$ cat src/design/flash_rd_consts.svh
// Purpose: constants of the serial flash read engine
// Assumes: included by its bare name from the design files
// Notes: counts are in link clock edges unless named otherwise
// Function
// RULE1 - single read: opcode, address in, data out
// RULE2 - address advances per byte, wraps to zero
// RULE3 - fast read adds one dummy byte
// RULE4 - busy device ignores fast and multi-line reads
// RULE5 - four-line mode fast read, dummy 4/6/8
// RULE6 - dual output: dummy byte, two-bit data
// RULE7 - two-line address, dummy and data
// RULE8 - mode bits 10 skip the next opcode
// RULE9 - other mode bits or reset leave continuous
// RULE10 - host sends non-10 mode bits by default
// RULE11 - host sets quad enable before quad read
// RULE12 - quad output: dummy byte, four-bit data
// RULE13 - chip select high stops output at once
// RULE14 - quad transfers only with quad enable set; four-line mode fast read is accepted without it
// RULE15 - plain read is 03h; idle lines high-z
// RULE16 - mode byte counts as dummy, bits latched
`ifndef FLASH_RD_CONSTS_SVH
`define FLASH_RD_CONSTS_SVH

// ****************************************
// opcodes
// ****************************************
`define OP_READ 8'h03
`define OP_FAST 8'h0b
`define OP_DUAL 8'h3b
`define OP_TWO_ADDR 8'hbb
`define OP_QUAD 8'h6b

// ****************************************
// phase lengths and mode bits
// ****************************************
`define OP_BITS 5'h08
`define ADDR_BITS 5'h18
`define DUMMY_CLKS 5'h08
`define TWO_ADDR_DUMMY 5'h04
`define QPI_DUMMY_P0 5'h04
`define QPI_DUMMY_P1 5'h06
`define QPI_DUMMY_P2 5'h08
`define BYTE_BITS 4'h8
`define MODE_HOLD 2'h2

// ****************************************
// pin drive, reset values and top address
// ****************************************
`define OE_OFF 4'hf
`define OE_ONE 4'hd
`define OE_TWO 4'hc
`define OE_FOUR 4'h0
`define SYNC_RST 6'h20
`define ADDR_TOP 24'hffffff

`endif

$ cat src/design/flash_rd_pkg.sv
// Purpose: types and helpers of the serial flash read engine
// Assumes: nothing beyond the constants header
// Notes: shift helper takes bits msb first
package flash_rd_pkg;
    typedef enum logic [2:0] {
        ST_IDLE = 3'h0,
        ST_CMD = 3'h1,
        ST_ADDR = 3'h3,
        ST_DUMMY = 3'h2,
        ST_DATA = 3'h6,
        ST_IGNORE = 3'h7
    } rd_state_t;

    typedef enum logic [1:0] {LN_1 = 2'h0, LN_2 = 2'h1, LN_4 = 2'h2} lanes_t;

    function automatic logic [4:0] clks(input logic [4:0] bits,
                                        input lanes_t ln);
        case (ln)
            LN_2: clks = bits >> 1;
            LN_4: clks = bits >> 2;
            default: clks = bits;
        endcase
    endfunction

    function automatic logic [23:0] shin(input logic [23:0] v,
                                         input logic [3:0] io,
                                         input lanes_t ln);
        case (ln)
            LN_2: shin = {v[21:0], io[1:0]};
            LN_4: shin = {v[19:0], io};
            default: shin = {v[22:0], io[0]};
        endcase
    endfunction
endpackage

$ cat src/design/link_if.sv
// Purpose: synchronised link signals between engine modules
// Assumes: all members are on clk_i
// Notes: edges are valid only while chip select is low
`timescale 1ns/1ps
`default_nettype none
interface link_if;
    logic cs_n;
    logic cs_fall;
    logic rise;
    logic fall;
    logic [3:0] io;
    modport src(output cs_n, cs_fall, rise, fall, io);
    modport dst(input cs_n, cs_fall, rise, fall, io);
endinterface
`default_nettype wire

$ cat src/design/link_sync.sv
// Purpose: two-stage synchroniser and edge finder for the link pins
// Assumes: link clock half period spans several clk_i cycles
// Notes: only the second stage feeds any logic
`timescale 1ns/1ps
`default_nettype none
`include "flash_rd_consts.svh"
module link_sync (
    input wire logic clk_i,
    input wire logic rst_n_i,
    input wire logic cs_n_i,
    input wire logic sclk_i,
    input wire logic [3:0] io_i,
    link_if.src link
);
    logic [5:0] meta_q;
    logic [5:0] sync_q;
    logic [1:0] prev_q;

    always_ff @(posedge clk_i or negedge rst_n_i) begin
        if (!rst_n_i) begin
            meta_q <= `SYNC_RST;
            sync_q <= `SYNC_RST;
            prev_q <= 2'h2;
        end else begin
            meta_q <= {cs_n_i, sclk_i, io_i};
            sync_q <= meta_q;
            prev_q <= sync_q[5:4];
        end
    end

    // edges gated by chip select so stray clocks do nothing
    assign link.cs_n = sync_q[5];
    assign link.cs_fall = !sync_q[5] && prev_q[1];
    assign link.rise = !sync_q[5] && sync_q[4] && !prev_q[0];
    assign link.fall = !sync_q[5] && !sync_q[4] && prev_q[0];
    assign link.io = sync_q[3:0];
endmodule // link_sync
`default_nettype wire

$ cat src/design/byte_shifter.sv
// Purpose: serialises a data byte onto one, two or four lines
// Assumes: a new byte is loaded before the next falling edge
// Notes: stop has priority so output ends mid byte
`timescale 1ns/1ps
`default_nettype none
`include "flash_rd_consts.svh"
module byte_shifter
    import flash_rd_pkg::*;
(
    input wire logic clk_i,
    input wire logic rst_n_i,
    input wire logic load_i,
    input wire logic [7:0] data_i,
    input wire logic shift_i,
    input wire logic stop_i,
    input wire lanes_t lanes_i,
    output logic [3:0] io_o,
    output logic [3:0] oe_n_o,
    output logic last_o
);
    logic [7:0] sh_q, sh_d;
    logic [3:0] cnt_q, cnt_d, io_q, io_d, oe_q, oe_d, step;

    always_comb begin
        case (lanes_i)
            LN_2: step = 4'h2;
            LN_4: step = 4'h4;
            default: step = 4'h1;
        endcase
        last_o = shift_i && (cnt_q == step);
        sh_d = sh_q;
        cnt_d = cnt_q;
        io_d = io_q;
        oe_d = oe_q;
        // RULE13 stop at once
        if (stop_i) begin
            oe_d = `OE_OFF;
        end else if (shift_i && cnt_q != 4'h0) begin
            // RULE6 msb first
            case (lanes_i)
                LN_2: begin
                    io_d = {2'h0, sh_q[7:6]};
                    oe_d = `OE_TWO;
                end
                LN_4: begin
                    io_d = sh_q[7:4];
                    oe_d = `OE_FOUR;
                end
                default: begin
                    io_d = {2'h0, sh_q[7], 1'b0};
                    oe_d = `OE_ONE;
                end
            endcase
            sh_d = sh_q << step;
            cnt_d = cnt_q - step;
        end
        if (load_i) begin
            sh_d = data_i;
            cnt_d = `BYTE_BITS;
        end
    end

    always_ff @(posedge clk_i or negedge rst_n_i) begin
        if (!rst_n_i) begin
            sh_q <= 8'h00;
            cnt_q <= 4'h0;
            io_q <= 4'h0;
            oe_q <= `OE_OFF;
        end else begin
            sh_q <= sh_d;
            cnt_q <= cnt_d;
            io_q <= io_d;
            oe_q <= oe_d;
        end
    end

    assign io_o = io_q;
    assign oe_n_o = oe_q;
endmodule // byte_shifter
`default_nettype wire

$ cat src/design/serial_flash_read_engine.sv
// Purpose: read-command front end of a serial flash, pin side
// Assumes: link pins asynchronous to clk_i; memory answers a cycle late
// Notes: link clock half period must span four or more clk_i cycles
`timescale 1ns/1ps
`default_nettype none
`include "flash_rd_consts.svh"
module serial_flash_read_engine
    import flash_rd_pkg::*;
(
    input wire logic clk_i,
    input wire logic rst_n_i,
    input wire logic spi_cs_n_i,
    input wire logic spi_sclk_i,
    input wire logic [3:0] io_i,
    output logic [3:0] io_o,
    output logic [3:0] io_oe_n_o,
    input wire logic busy_i,
    input wire logic quad_enable_bit_i,
    input wire logic four_line_instruction_mode_i,
    input wire logic [1:0] read_param_i,
    input wire logic cont_read_reset_i,
    input wire logic [7:0] mem_data_i,
    output logic mem_rd_o,
    output logic [23:0] mem_addr_o,
    output logic cont_read_o,
    output logic reject_o
);
    link_if link ();
    rd_state_t state_q, state_d;
    logic [7:0] op_q, op_d, opn;
    logic [23:0] addr_q, addr_d, tmp;
    logic [4:0] cnt_q, cnt_d, dum_q, dum_d, dec_dum, drise_q;
    lanes_t ln_q, ln_d, dln_q, dln_d, dec_aln, dec_dln;
    logic cont_q, cont_d, rd_q, rd_d, ld_q, rej_q, rej_d;
    logic dec_ok, last, shift, cap, four_line_instruction_mode;

    link_sync u_sync (
        .clk_i(clk_i),
        .rst_n_i(rst_n_i),
        .cs_n_i(spi_cs_n_i),
        .sclk_i(spi_sclk_i),
        .io_i(io_i),
        .link(link)
    );

    assign shift = (state_q == ST_DATA) && link.fall;
    assign four_line_instruction_mode = four_line_instruction_mode_i;
    assign cap = (state_q == ST_DUMMY) && link.rise && !link.cs_n
                 && (op_q == `OP_TWO_ADDR) && (cnt_q == dum_q - 5'h01);

    byte_shifter u_shift (
        .clk_i(clk_i),
        .rst_n_i(rst_n_i),
        .load_i(ld_q),
        .data_i(mem_data_i),
        .shift_i(shift),
        .stop_i(link.cs_n),
        .lanes_i(dln_q),
        .io_o(io_o),
        .oe_n_o(io_oe_n_o),
        .last_o(last)
    );

    // ****************************************
    // opcode decode
    // ****************************************
    always_comb begin
        tmp = shin({16'h0000, op_q}, link.io, ln_q);
        opn = tmp[7:0];
        dec_ok = 1'b1;
        dec_aln = LN_1;
        dec_dln = LN_1;
        dec_dum = `DUMMY_CLKS;
        if (four_line_instruction_mode) begin
            dec_aln = LN_4;
            dec_dln = LN_4;
            dec_ok = (opn == `OP_FAST);
            // RULE5 dummy by parameter
            case (read_param_i)
                2'h0: dec_dum = `QPI_DUMMY_P0;
                2'h1: dec_dum = `QPI_DUMMY_P1;
                default: dec_dum = `QPI_DUMMY_P2;
            endcase
        end else begin
            case (opn)
                // RULE15 plain read code
                `OP_READ: dec_dum = 5'h00;
                // RULE3 one dummy byte
                `OP_FAST: dec_dum = `DUMMY_CLKS;
                // RULE6 two-line data
                `OP_DUAL: dec_dln = LN_2;
                // RULE7 two-line address
                `OP_TWO_ADDR: begin
                    dec_aln = LN_2;
                    dec_dln = LN_2;
                    dec_dum = `TWO_ADDR_DUMMY;
                end
                // RULE12 four-line data
                `OP_QUAD: begin
                    dec_dln = LN_4;
                    // RULE14 quad needs enable
                    dec_ok = quad_enable_bit_i;
                end
                default: dec_ok = 1'b0;
            endcase
        end
        // RULE4 busy rejects all but single-line plain read
        if (busy_i && (four_line_instruction_mode || opn != `OP_READ)) begin
            dec_ok = 1'b0;
        end
    end

    // ****************************************
    // command sequencer
    // ****************************************
    always_comb begin
        state_d = state_q;
        op_d = op_q;
        addr_d = addr_q;
        cnt_d = cnt_q;
        dum_d = dum_q;
        ln_d = ln_q;
        dln_d = dln_q;
        rd_d = 1'b0;
        rej_d = 1'b0;
        cont_d = cont_q;
        // RULE9 mode reset clears
        if (cont_read_reset_i) begin
            cont_d = 1'b0;
        end
        // RULE2 advance after fetch
        if (rd_q) begin
            addr_d = addr_q + 24'h000001;
        end
        // RULE13 abort on deselect
        if (link.cs_n) begin
            state_d = ST_IDLE;
        end else begin
            case (state_q)
                ST_IDLE: begin
                    if (link.cs_fall && cont_q) begin
                        // RULE8 opcode skipped
                        state_d = busy_i ? ST_IGNORE : ST_ADDR;
                        rej_d = busy_i;
                        op_d = `OP_TWO_ADDR;
                        ln_d = LN_2;
                        dln_d = LN_2;
                        dum_d = `TWO_ADDR_DUMMY;
                        cnt_d = clks(`ADDR_BITS, LN_2);
                    end else if (link.cs_fall) begin
                        state_d = ST_CMD;
                        ln_d = four_line_instruction_mode ? LN_4 : LN_1;
                        cnt_d = clks(`OP_BITS, four_line_instruction_mode ? LN_4 : LN_1);
                    end
                end
                ST_CMD: begin
                    if (link.rise) begin
                        op_d = opn;
                        cnt_d = cnt_q - 5'h01;
                        if (cnt_q == 5'h01 && dec_ok) begin
                            state_d = ST_ADDR;
                            ln_d = dec_aln;
                            dln_d = dec_dln;
                            dum_d = dec_dum;
                            cnt_d = clks(`ADDR_BITS, dec_aln);
                        end else if (cnt_q == 5'h01) begin
                            state_d = ST_IGNORE;
                            rej_d = 1'b1;
                        end
                    end
                end
                ST_ADDR: begin
                    if (link.rise) begin
                        // RULE1 address on rising edge
                        addr_d = shin(addr_q, link.io, ln_q);
                        cnt_d = cnt_q - 5'h01;
                        if (cnt_q == 5'h01) begin
                            state_d = (dum_q == 5'h00) ? ST_DATA : ST_DUMMY;
                            rd_d = (dum_q == 5'h00);
                            cnt_d = dum_q;
                        end
                    end
                end
                ST_DUMMY: begin
                    if (link.rise) begin
                        cnt_d = cnt_q - 5'h01;
                        // RULE16 mode byte in dummy
                        if (cap) begin
                            cont_d = (link.io[1:0] == `MODE_HOLD);
                        end
                        if (cnt_q == 5'h01) begin
                            state_d = ST_DATA;
                            rd_d = 1'b1;
                        end
                    end
                end
                ST_DATA: rd_d = last;
                ST_IGNORE: state_d = ST_IGNORE;
                default: state_d = ST_IDLE;
            endcase
        end
    end

    always_ff @(posedge clk_i or negedge rst_n_i) begin
        if (!rst_n_i) begin
            state_q <= ST_IDLE;
            op_q <= 8'h00;
            addr_q <= 24'h000000;
            cnt_q <= 5'h00;
            dum_q <= 5'h00;
            ln_q <= LN_1;
            dln_q <= LN_1;
            rd_q <= 1'b0;
            ld_q <= 1'b0;
            rej_q <= 1'b0;
            cont_q <= 1'b0;
        end else begin
            state_q <= state_d;
            op_q <= op_d;
            addr_q <= addr_d;
            cnt_q <= cnt_d;
            dum_q <= dum_d;
            ln_q <= ln_d;
            dln_q <= dln_d;
            rd_q <= rd_d;
            ld_q <= rd_q;
            rej_q <= rej_d;
            cont_q <= cont_d;
        end
    end

    assign mem_rd_o = rd_q;
    assign mem_addr_o = addr_q;
    assign cont_read_o = cont_q;
    assign reject_o = rej_q;

    // ****************************************
    // checks
    // ****************************************
    // helper: rising edges seen in the dummy phase
    always_ff @(posedge clk_i or negedge rst_n_i) begin
        if (!rst_n_i) begin
            drise_q <= 5'h00;
        end else if (state_q == ST_ADDR) begin
            drise_q <= 5'h00;
        end else if (state_q == ST_DUMMY && link.rise) begin
            drise_q <= drise_q + 5'h01;
        end
    end
endmodule // serial_flash_read_engine
`default_nettype wire

$ cat config.mk
export PLATFORM = sky130hd
export DESIGN_NAME = serial_flash_read_engine
export DESIGN_NICKNAME = d
export VERILOG_FILES = /design/src/design/flash_rd_pkg.sv /design/src/design/link_if.sv /design/src/design/link_sync.sv /design/src/design/byte_shifter.sv /design/src/design/serial_flash_read_engine.sv
export VERILOG_INCLUDE_DIRS = /design/src /design/src/design
export SDC_FILE = /design/constraint.sdc
export NUM_CORES = 1
export LEC_CHECK = 0
export BUFFER_PORTS_ARGS = -buffer_cell sky130_fd_sc_hd__buf_2
export CORE_ASPECT_RATIO = 0.9
export CORE_MARGIN = 2
export CORE_UTILIZATION = 57
export DETAILED_ROUTE_END_ITERATION = 10
export PLACE_DENSITY = 0.75
export SLEW_MARGIN = 20
export SYNTH_ARGS = -nofsm -noshare
export SYNTH_HDL_FRONTEND = slang
export SYNTH_HIERARCHICAL = 1
export SYNTH_SLANG_ARGS = --single-unit
$ cat constraint.sdc
create_clock -name clk_i -period 7.4 [get_ports clk_i]
set_input_delay 1.11 -clock clk_i [delete_from_list [all_inputs] [get_ports clk_i]]
set_output_delay 1.11 -clock clk_i [all_outputs]
set_load 0.05 [all_outputs]
# Yosys cells after proc, flatten, opt, wreduce, memory -nomap -nowiden
# Cells that the tools add are included.
[totals]
ff_bits = 87
[op_classes]
n_mux = 83
n_bitwise = 1
shift = 1
n_reduce_logical = 36
n_addsub = 4
eq_ne = 40
[ops]
columns = ["cell", "n"]
rows = [
  ["$mux 24", 4],
  ["$mux 5", 11],
  ["$pmux 24 s2", 1],
  ["$mux 8", 5],
  ["$pmux 4 s2", 5],
  ["$mux 3", 12],
  ["$pmux 8 s2", 2],
  ["$add 24x1->24 const B", 1],
  ["$mux 2", 10],
  ["$mux 4", 5],
  ["$pmux 5 s2", 2],
  ["$pmux 5 s4", 1],
  ["$pmux 3 s6", 1],
  ["$mux 1", 17],
  ["$eq 8x8->1 const B", 2],
  ["$logic_and 1x1->1", 15],
  ["$ne 3x2->1 const B", 5],
  ["$ne 2x2->1 const B", 6],
  ["$pmux 2 s2", 3],
  ["$eq 2x1->1 const B", 5],
  ["$eq 2x2->1 const B", 5],
  ["$reduce_and 5->1", 2],
  ["$sub 5x1->5 const B", 2],
  ["$eq 8x2->1 const B", 1],
  ["other kinds (32)", 42],
]

# Logic depth before layout (Yosys ltp)
# Gate-level depths: netlist (run 1).
[logic_depth]
ltp_word = 12
ltp_mapped = 10

# Cells and area by module
# Netlist (run 1), hierarchy kept.
[modules_own_cells]
columns = ["mod", "cells_each", "area_each_um2", "n_inst"]
rows = [
  ["serial_flash_read_engine", 452, 3768.6, 1],
  ["byte_shifter", 129, 1252.5, 1],
  ["link_sync", 21, 405.4, 1],
]

# Least setup slack after synthesis (run 1)
# OpenSTA, ideal clock, no wires.
[synth_timing]
path_type = "input port to flip-flop"
startpoint = "input busy_i"
endpoint = "register dum_q[2]"
arrival_ns = 2.662
path_stages = 5
path_slack_ns = 4.610
path_cell_list = "or3_4 > nor4b_2 > o31ai_4 > a21oi_4 > mux2_1"
[synth_via]
elab_chain_cells = 5
[synth_rtl]
columns = ["item", "line_no", "source"]
rows = [
  ["start: declaration", "serial_flash_read_engine.sv:17", "input wire logic busy_i,"],
  ["$logic_and 1x1->1", "serial_flash_read_engine.sv:108", "if (busy_i && (four_line_instruction_mode || opn != `OP_READ)) begin"],
  ["$mux 1", "serial_flash_read_engine.sv:108", ""],
  ["$logic_and 1x1->1", "serial_flash_read_engine.sv:160", "if (cnt_q == 5'h01 && dec_ok) begin"],
  ["$ne 2x2->1 (no line)", "-", ""],
  ["$reduce_and 5->1 (no line)", "-", ""],
  ["end signal: assignment", "serial_flash_read_engine.sv:222", "dum_q <= dum_d;"],
  ["end: declaration", "serial_flash_read_engine.sv:32", "logic [4:0] cnt_q, cnt_d, dum_q, dum_d, dec_dum, drise_q;"],
]
# No other way between the ends.
# A chain may end at the register's enable or synchronous reset.

# Worst setup path after layout (run 1)
[layout_timing]
startpoint = "register ln_q[0]"
endpoint = "register dum_q[2]"
[layout_via]
elab_chain_cells = 10
elab_cells_between_ends = 23
classes_between = "eq/ne (9); mux (9); reduce/logical (5)"
[layout_rtl]
columns = ["item", "line_no", "source"]
rows = [
  ["start: declaration", "serial_flash_read_engine.sv:33", "lanes_t ln_q, ln_d, dln_q, dln_d, dec_aln, dec_dln;"],
  ["start signal: assignment", "serial_flash_read_engine.sv:223", "ln_q <= ln_d;"],
  ["$eq 2x2->1 / $eq 2x1->1 (equally long branches)", "flash_rd_pkg.sv:28", "case (ln)"],
  ["$pmux 8 s2 (*)", "flash_rd_pkg.sv:28", ""],
  ["$eq 8x4->1, or another cell as far along", "serial_flash_read_engine.sv:85", "case (opn)"],
  ["$reduce_or 4->1 (no line)", "-", ""],
  ["$pmux 1 s2", "serial_flash_read_engine.sv:85", ""],
  ["$mux 1", "serial_flash_read_engine.sv:74", "if (four_line_instruction_mode) begin"],
  ["$mux 1", "serial_flash_read_engine.sv:108", ""],
  ["$logic_and 1x1->1", "serial_flash_read_engine.sv:160", ""],
  ["$ne 2x2->1 (no line)", "-", ""],
  ["$reduce_and 5->1 (no line)", "-", ""],
]
# Mark *: on every way between the ends. The rest lies on a longest branch, timed or not. The select of a mux whose other input is x is not followed.

==> flow_metrics.py, run 1 <==
metrics = {
    "clock_network": {
        "postCtsSetupBuffers": 0,
        "cts_resized": 0,
        "h-tree-depth": 3,
        "cts_root_buf": "clkbuf_8",
        "cts_tree": "built",
        "cts.path.max_buffers": 2,
        "clock_latency_ps": 360,
        "cts_sinks": 84,
        "clkTransAtPathRegs_ps": 90,
        "hold_buffers": 0,
        "tritoncts.num_buffers": 9,
    },
    "drt": {
        "wl_met1_um": 5820,
        "drc_errors": 0,
        "wire_per_inst_um": 16.9,
        "via_count": 4721,
        "wirelength_um": 12700,
        "drt_iter0_drc": 315,
        "wl_met2_um": 5690,
        "ant_nets": 0,
        "dr.pass1.iters": 5,
        "routed-wl-met3_um": 941,
        "vias_per_cell": 6.26,
        "dr.max_layer_used": "met4",
    },
    "timing": {
        "finalCritPeriodShare": 0.490,
        "hold_slack_ps": 352,
        "max-slew-margin-rel": 0.271,
        "skew_ps": 9.60,
        "final_max_slew_viol_count": 0,
        "setup_violations": 0,
        "fin_ws_ps": 3770,
        "tightest_slew_ps": 1090,
        "period_minus_slack_ps": 3630,
        "tns_ps": 0,
        "max_freq_mhz": 276,
        "hold_viol": 0,
        "rsz0062_at_grt": "false",
    },
    "yosys": {
        "ys_ff_latch": 84,
        "netlist-cell-type-count": 83,
        "syn_avg_cell_area_um2": 9.01,
        "syn_inst": 602,
        "synth_edf_count": 0,
        "ys_warn_count": 6,
        "seq_area_frac_synth": 0.389,
        "netlist_area_um2": 5430,
        "synthArstFlopShare": 1.00,
        "ys.flop_type": "dfrtp_1",
        "synthesis.nets": 640,
    },
    "die": {
        "ios": 57,
        "placementRows": 33,
        "dieHeight_um": 96.6,
        "core_um2": 9170,
        "die-area_um2": 10300,
        "initial_core_util": 0.592,
        "die_w_um": 107,
    },
    "layout": {
        "insertedDiodeCount": 0,
        "fill_cells": 814,
        "layout_common_cells": "dfrtp_1 (78), nor2_1 (64), nand2_1 (60), buf_2 (55), a21oi_1 (45)",
        "area_growth_pct": 8.28,
        "final_layout_size_suffix_gt1_frac": 0.161,
        "fin_nets": 665,
        "final_core_util": 0.641,
        "layout_commonest_cell": "dfrtp_1",
    },
    "placement": {
        "dp_hpwl_um": 8890,
        "io_buffer_count": 56,
        "place_ws_ps": 3850,
        "gp_congestion": 0.949,
    },
    "power": {
        "ir_drop_uv": 142,
        "swShare": 0.350,
        "p_switching_mw": 0.421,
        "p_clk_frac": 0.298,
        "internal-power_mw": 0.782,
        "power_frac_seq": 0.434,
        "cellPowerDensity_nw_per_um2": 205,
        "leakage_nw": 2.42,
        "combPwrFrac": 0.268,
    },
    "worst_setup_path": {
        "arrival_ps": 3870,
        "critical-path-top-delay-family": "compound AO/OA/AOI/OAI gates",
        "critical-path-slowest-cell": "ha_1",
        "critPathKind": "flop to flop",
        "critPathMaxFanout": 29,
        "path_cells": "inv_1 -> ha_1 -> a221o_1 -> o21ai_1 -> or3_4 -> nor4b_2 -> o31ai_4 -> a21oi_4 -> mux2_1",
        "critPathLaunchType": "flop",
        "path_buf_inv": 1,
        "cpPeakStageDelay_ps": 860,
        "r2r_slack_ps": 3770,
        "required_ps": 7640,
        "endpoint_kind": "flop",
    },
    "global_routing": {
        "first_global_vias": 4229,
        "grt_use_total": 0.257,
        "grt_max_degree": 85,
        "grt_pass1_wl_um": 21300,
        "antenna_found_initial": 0,
        "gr-total-overflow": 0,
    },
    "worst_hold_path": {
        "hp-class": "flop to flop",
    },
    "job": {
        "cap_viol_max_count": 0,
    },
    "run_status": {
        "status": "finished clean",
    },
}
## per-layer routing
metal  global-route usage  vias to the layer above
li1                     -                     2256
met1                0.368                     2234
met2                0.394                      203
met3               0.0503                       28
met4               0.0877                        0
met5                    0                        -
## kinds of logic (layout without fill, tap and decap cells)
| kind of cell | count (synthesis) | count (layout) | share of synthesized area |
|---|---|---|---|
| simple gates | 212 | 212 | 0.198 |
| compound gates | 182 | 182 | 0.243 |
| flops | 84 | 84 | 0.389 |
| buf+inv | 66 | 96 | 0.0549 |
| xor+xnor | 29 | 29 | 0.0468 |
| fa+ha+maj | 16 | 16 | 0.0383 |
| mux | 13 | 13 | 0.0297 |
## synth_stat cells (7+ instances only)
cell | number | share of area
a211oi_1 | 26 | 0.036
a21oi_1 | 45 | 0.042
a22oi_1 | 22 | 0.030
a31oi_1 | 8 | 0.0092
clkbuf_1 | 28 | 0.019
dfrtp_1 | 78 | 0.36
ha_1 | 15 | 0.035
inv_1 | 22 | 0.015
nand2_1 | 60 | 0.042
nand3_1 | 13 | 0.012
nand4_1 | 10 | 0.012
nor2_1 | 64 | 0.044
nor2b_1 | 8 | 0.0092
nor3_1 | 7 | 0.0065
o21ai_0 | 13 | 0.012
xnor2_1 | 16 | 0.026
xor2_1 | 13 | 0.021
## registers in the layout, summed over array words and instances (netlist names)
name,cells
cnt_q,5
cont_read_o,1
dln_q,2
dum_q,3
ld_q,1
ln_q,2
mem_addr_o,24
mem_rd_o,1
op_q,8
reject_o,1
state_q,3
u_shift/cnt_q,4
u_shift/io_o,4
u_shift/oe_n_o,3
u_shift/sh_q,8
u_sync/meta_q,6
u_sync/prev_q,2
u_sync/sync_q,6
## power groups by stage
| stage | combinational (mW) | clock (mW) | sequential [mW] |
|---|---|---|---|
| 3_3_place_gp | 0.311 | 0 | 0.529 |
| 2_1_floorplan | 0.266 | 0 | 0.516 |
| 4_1_cts | 0.319 | 0.368 | 0.520 |
| 3_5_place_dp | 0.316 | 0 | 0.529 |
| 6_report | 0.322 | 0.359 | 0.522 |
| 5_1_grt | 0.355 | 0.386 | 0.525 |
## final timing paths
| kind | start | to | cells after the start |
|---|---|---|---|
| worst max register to register | ln_q[0] | dum_q[2] | 9 |
| worst max-delay path | ln_q[0] | dum_q[2] | 9 |
| min in group asynchronous | rst_n_i | u_shift/sh_q[5] | 1 |
| worst min-delay path | u_sync/meta_q[0] | u_sync/sync_q[0] | 0 |
| max in group asynchronous | rst_n_i | op_q[1] | 1 |
| worst min register to register | u_sync/meta_q[0] | u_sync/sync_q[0] | 0 |
## stage by stage
step / instance area (um2) / cells / total power, mW
global placement: 5660 / 738 / 0.840
detailed placement: 5660 / 738 / 0.846
finish: 5880 / 754 / 1.20
CTS: 5870 / 754 / 1.21
global route: 5880 / 754 / 1.27
floorplan: 5430 / 602 / 0.782
## layout make-up
type	count	area [um2]	area share
flip-flops and latches	84	2110	0.359
well taps	122	153	0.0260
multi-input cells	452	3020	0.514
inverters	22	82.6	0.0141
clock buffers	12	135	0.0230
repair buffers	58	302	0.0513
clock inverters	4	75.1	0.0128
Power figures use the tool's default switching activity.
==> run 2, diff against run 1 <==
Clock period 7.4 ns to 3.54 ns, I/O delays scaled along.
==> flow_metrics.py, run 2 (synthesis results as in run 1) <==
metrics = {
    "die": {
        "dieHeight_um": 96.6,
        "die-area_um2": 10300,
        "placementRows": 33,
        "core_um2": 9170,
        "initial_core_util": 0.592,
        "die_w_um": 107,
        "ios": 57,
    },
    "worst_hold_path": {
        "hp-class": "input port to async pin",
    },
    "timing": {
        "hold_viol": 0,
        "max-slew-margin-rel": 0.426,
        "max_freq_mhz": 319,
        "skew_ps": 12.7,
        "rsz0062_at_grt": "false",
        "period_minus_slack_ps": 3130,
        "tns_ps": 0,
        "hold_slack_ps": 221,
        "tightest_slew_ps": 859,
        "finalCritPeriodShare": 0.885,
        "setup_violations": 0,
        "final_max_slew_viol_count": 0,
    },
    "run_status": {
        "status": "finished clean",
    },
    "worst_setup_path": {
        "r2r_slack_ps": 410,
        "r2r_end": "dum_q[3]",
        "worstSetupEndpoint": "dum_q[3]",
        "endpoint_kind": "flop",
        "r2r_cells": 9,
        "arrival_ps": 3370,
        "critPathMaxFanout": 15,
        "required_ps": 3770,
        "critPathLaunchType": "flop",
        "critPathMostFrequentCell": "inv_1",
        "critPathKind": "flop to flop",
        "cpPeakStageDelay_ps": 480,
        "critical-path-slowest-cell": "ha_1",
        "path_cells": "inv_1 -> ha_1 -> inv_1 -> o21ai_1 -> or3_4 -> nor4b_2 -> o31ai_4 -> a21oi_4 -> mux2_1",
        "startpoint": "ln_q[0]",
        "rr_startpoint": "ln_q[0]",
    },
    "clock_network": {
        "h-tree-depth": 3,
        "cts.path.max_buffers": 2,
        "postCtsSetupBuffers": 0,
        "cts_tree": "built",
        "tritoncts.num_buffers": 9,
        "cts_root_buf": "clkbuf_8",
        "clkTransAtPathRegs_ps": 90,
        "clock_latency_ps": 360,
        "cts_resized": 0,
        "hold_buffers": 0,
        "cts_sinks": 84,
    },
    "drt": {
        "drt_iter0_drc": 410,
        "wire_per_inst_um": 17.1,
        "dr.pass1.iters": 5,
        "ant_nets": 0,
        "drc_errors": 0,
        "wirelength_um": 13000,
        "vias_per_cell": 6.33,
        "via_count": 4797,
    },
    "layout": {
        "fin_nets": 669,
        "layout_commonest_cell": "dfrtp_1",
        "layout_common_cells": "dfrtp_1 (78), nor2_1 (64), nand2_1 (60), buf_2 (55), a21oi_1 (45)",
        "final_core_util": 0.646,
        "area_growth_pct": 9.13,
        "largest_register_ffs": 24,
        "insertedDiodeCount": 0,
        "final_layout_size_suffix_gt1_frac": 0.170,
    },
    "power": {
        "finalPower_mw": 2.55,
        "leakage_nw": 2.45,
        "ir_drop_uv": 360,
        "cellPowerDensity_nw_per_um2": 431,
    },
    "placement": {
        "gp_congestion": 0.940,
        "io_buffer_count": 56,
        "dp_hpwl_um": 9050,
    },
    "global_routing": {
        "grt_max_degree": 84,
        "antenna_found_initial": 0,
        "first_global_vias": 4273,
        "grt_pass1_wl_um": 21300,
        "grt_use_total": 0.261,
        "gr-total-overflow": 0,
    },
    "job": {
        "cap_viol_max_count": 0,
    },
}
## run 2: how the worst min path moves through the flow
stage / start / to / cells past startpoint
finish: rst_n_i / u_shift/sh_q[3] / 1
global route: spi_cs_n_i / u_sync/meta_q[5] / 1
CTS: spi_cs_n_i / u_sync/meta_q[5] / 1
detailed placement: u_sync/meta_q[3] / u_sync/sync_q[3] / 0
global placement: u_sync/meta_q[4] / u_sync/sync_q[4] / 0
floorplan: rst_n_i / cnt_q[0] / 0
## run 2: routing by layer
metal | part of all wire | GRT usage | vias up
met2 | 0.47 | 0.416 | 189
met4 | 0.014 | 0.0736 | 0
met3 | 0.064 | 0.0463 | 20
met1 | 0.45 | 0.369 | 2318
li1 | - | - | 2270
met5 | 0 | 0 | -
## run 2: cell type report
class                      instances  area, um2
clock inverter                     5       85.1
multi-input combinational        452       3020
sequential                        84       2110
inverter                          22       82.6
fill                             805       3240
clock buffer                      11        141
timing repair buffer              62        332
tap                              122        153
## run 2: worst max-delay path, delay by kind of cell, from the launching register on
kind	cells	cell delay, ps
compound gates	3	640
flops	1	390
buf+inv	2	320
fa+ha+maj	1	480
simple gates	2	840
mux	1	340
## run 2: per-stage QoR
| stage | instance area [um2] | worst slack [ps] | instances |
|---|---|---|---|
| floorplan | 5430 | 834 | 602 |
| global placement | 5690 | 549 | 742 |
| detailed placement | 5690 | 466 | 742 |
| CTS | 5920 | 423 | 758 |
| global route | 5920 | 225 | 758 |
| finish | 5920 | 406 | 758 |
## run 2: power by group
| group | internal [mW] | switching (mW) |
|---|---|---|
| sequential | 1.01 | 0.0806 |
| clock | 0.420 | 0.357 |
| combinational | 0.231 | 0.447 |
==> run 3, diff against run 2 <==
Settings changed: MAX_ROUTING_LAYER set to met4.
==> flow_metrics.py, run 3 (synthesis results as in run 1) <==
metrics = {
    "timing": {
        "tightest_slew_ps": 848,
        "tns_ps": 0,
        "final_max_slew_viol_count": 0,
        "max-slew-margin-rel": 0.433,
        "setup_violations": 0,
        "hold_slack_ps": 168,
        "rsz0062_at_grt": "false",
        "period_minus_slack_ps": 3260,
        "finalCritPeriodShare": 0.921,
        "max_freq_mhz": 307,
        "hold_viol": 0,
        "fin_ws_ps": 279,
        "skew_ps": 13.6,
    },
    "layout": {
        "final_layout_size_suffix_gt1_frac": 0.167,
        "largest_register_ffs": 24,
        "seqCellArea_um2": 2110,
        "layout_common_cells": "dfrtp_1 (78), nor2_1 (64), nand2_1 (60), buf_2 (55), a21oi_1 (45)",
        "insertedDiodeCount": 0,
        "fin_nets": 668,
        "layout_commonest_cell": "dfrtp_1",
        "fin_cells": 757,
        "fill_cells": 798,
        "final_core_util": 0.642,
        "multi_input_area_um2": 3020,
        "area_growth_pct": 8.39,
    },
    "power": {
        "internal-power_mw": 1.57,
        "ir_drop_uv": 310,
        "power_frac_seq": 0.444,
        "cellPowerDensity_nw_per_um2": 419,
        "combPwrFrac": 0.276,
        "p_clk_frac": 0.281,
        "swShare": 0.362,
        "p_switching_mw": 0.892,
        "leakage_nw": 2.43,
    },
    "drt": {
        "via_count": 4744,
        "drt_iter0_drc": 386,
        "wirelength_um": 13100,
        "drc_errors": 0,
        "dr.pass1.iters": 5,
        "wire_per_inst_um": 17.3,
        "ant_nets": 0,
        "vias_per_cell": 6.27,
    },
    "die": {
        "die-area_um2": 10300,
        "core_um2": 9170,
        "ios": 57,
        "die_w_um": 107,
        "dieHeight_um": 96.6,
        "placementRows": 33,
        "initial_core_util": 0.592,
    },
    "worst_setup_path": {
        "critPathLaunchType": "flop",
        "rr_startpoint": "ln_q[0]",
        "arrival_ps": 3500,
        "critPathMaxFanout": 14,
        "r2r_cells": 9,
        "r2r_end": "dum_q[3]",
        "critical-path-top-delay-family": "simple AND/OR/NAND/NOR gates",
        "critical-path-slowest-cell": "nor4b_2",
        "required_ps": 3780,
        "critPathMostFrequentCell": "inv_1",
        "critPathKind": "flop to flop",
        "endpoint_kind": "flop",
        "path_cells": "inv_1 -> ha_1 -> inv_1 -> o21ai_1 -> or3_4 -> nor4b_2 -> o31ai_4 -> a21oi_4 -> mux2_1",
        "path_buf_inv": 2,
        "r2r_slack_ps": 280,
        "cpPeakStageDelay_ps": 540,
    },
    "global_routing": {
        "gr-total-overflow": 0,
        "grt_max_degree": 85,
        "grt_use_total": 0.269,
        "antenna_found_initial": 0,
        "first_global_vias": 4318,
        "grt_pass1_wl_um": 21300,
    },
    "worst_hold_path": {
        "hp-class": "input port to async pin",
    },
    "run_status": {
        "status": "finished clean",
    },
    "clock_network": {
        "hold_buffers": 0,
        "tritoncts.num_buffers": 9,
        "clkTransAtPathRegs_ps": 90,
        "h-tree-depth": 3,
        "postCtsSetupBuffers": 0,
        "clock_latency_ps": 370,
        "cts_resized": 0,
        "cts_tree": "built",
        "cts_sinks": 84,
        "cts.path.max_buffers": 2,
        "cts_root_buf": "clkbuf_8",
    },
    "placement": {
        "io_buffer_count": 56,
        "gp_congestion": 0.941,
        "placed_cells": 741,
        "place_ws_ps": 384,
        "dp_hpwl_um": 9090,
    },
    "job": {
        "cap_viol_max_count": 0,
    },
}
==> run 3: cell types whose count changed in the layout (fill, tap and decap cells not counted), sizes merged <==
cell      previous run  this run
bufinv               2         1
buf                 62        61
clkinvlp             1         2
==> run 3: worst register-to-register path: cells and delay by family (launching register included) <==
| kind | cells | cell delay (ps) |
|---|---|---|
| AO/OA/AOI/OAI | 3 | 680 |
| adder cells (fa/ha/maj) | 1 | 470 |
| buffers and inverters | 2 | 320 |
| AND/OR/NAND/NOR | 2 | 940 |
| multiplexers | 1 | 350 |
| flip-flops | 1 | 380 |
==> run 3: worst max path at each step <==
stage                     slack (ps)  cells past startpoint  endpoint  startpoint
after floorplan                  830                     10  dum_q[2]     ln_q[0]
after global placement           560                     10  dum_q[2]     ln_q[0]
after detailed placement         380                     10  dum_q[3]     ln_q[1]
after CTS                        370                     10  dum_q[3]     ln_q[1]
after global routing              40                     10  dum_q[3]     ln_q[1]
final                            280                      9  dum_q[3]     ln_q[0]
==> run 3: through the flow <==
stage               power (mW)  area (um2)
global placement          1.76        5680
CTS                       2.46        5880
detailed placement        1.77        5680
global route              2.60        5880
floorplan                 1.64        5430
finish                    2.47        5880
==> run 3: area by class of cell <==
cell class	count	area share
Multi-Input combinational cell	452	0.513
Sequential cell	84	0.359
Timing Repair Buffer	61	0.0551
Tap cell	122	0.0260
Clock buffer	11	0.0223
Inverter	22	0.0140
Clock inverter	5	0.0106
==> run 3: power groups by stage <==
stage,Combinational [mW],Clock (mW),Sequential [mW]
CTS,0.669,0.704,1.09
global placement,0.651,0,1.11
finish,0.680,0.692,1.09
detailed placement,0.666,0,1.11
floorplan,0.557,0,1.08
global route,0.747,0.746,1.10
==> run 3: metal layers <==
| metal | vias to the layer above | routed length, um | track usage | share of wire |
|---|---|---|---|---|
| li1 | 2259 | - | - | - |
| met1 | 2290 | 6010 | 0.364 | 0.46 |
| met2 | 171 | 6150 | 0.413 | 0.47 |
| met3 | 24 | 739 | 0.0483 | 0.056 |
| met4 | 0 | 208 | 0.0909 | 0.016 |
| met5 | - | 0 | - | 0 |
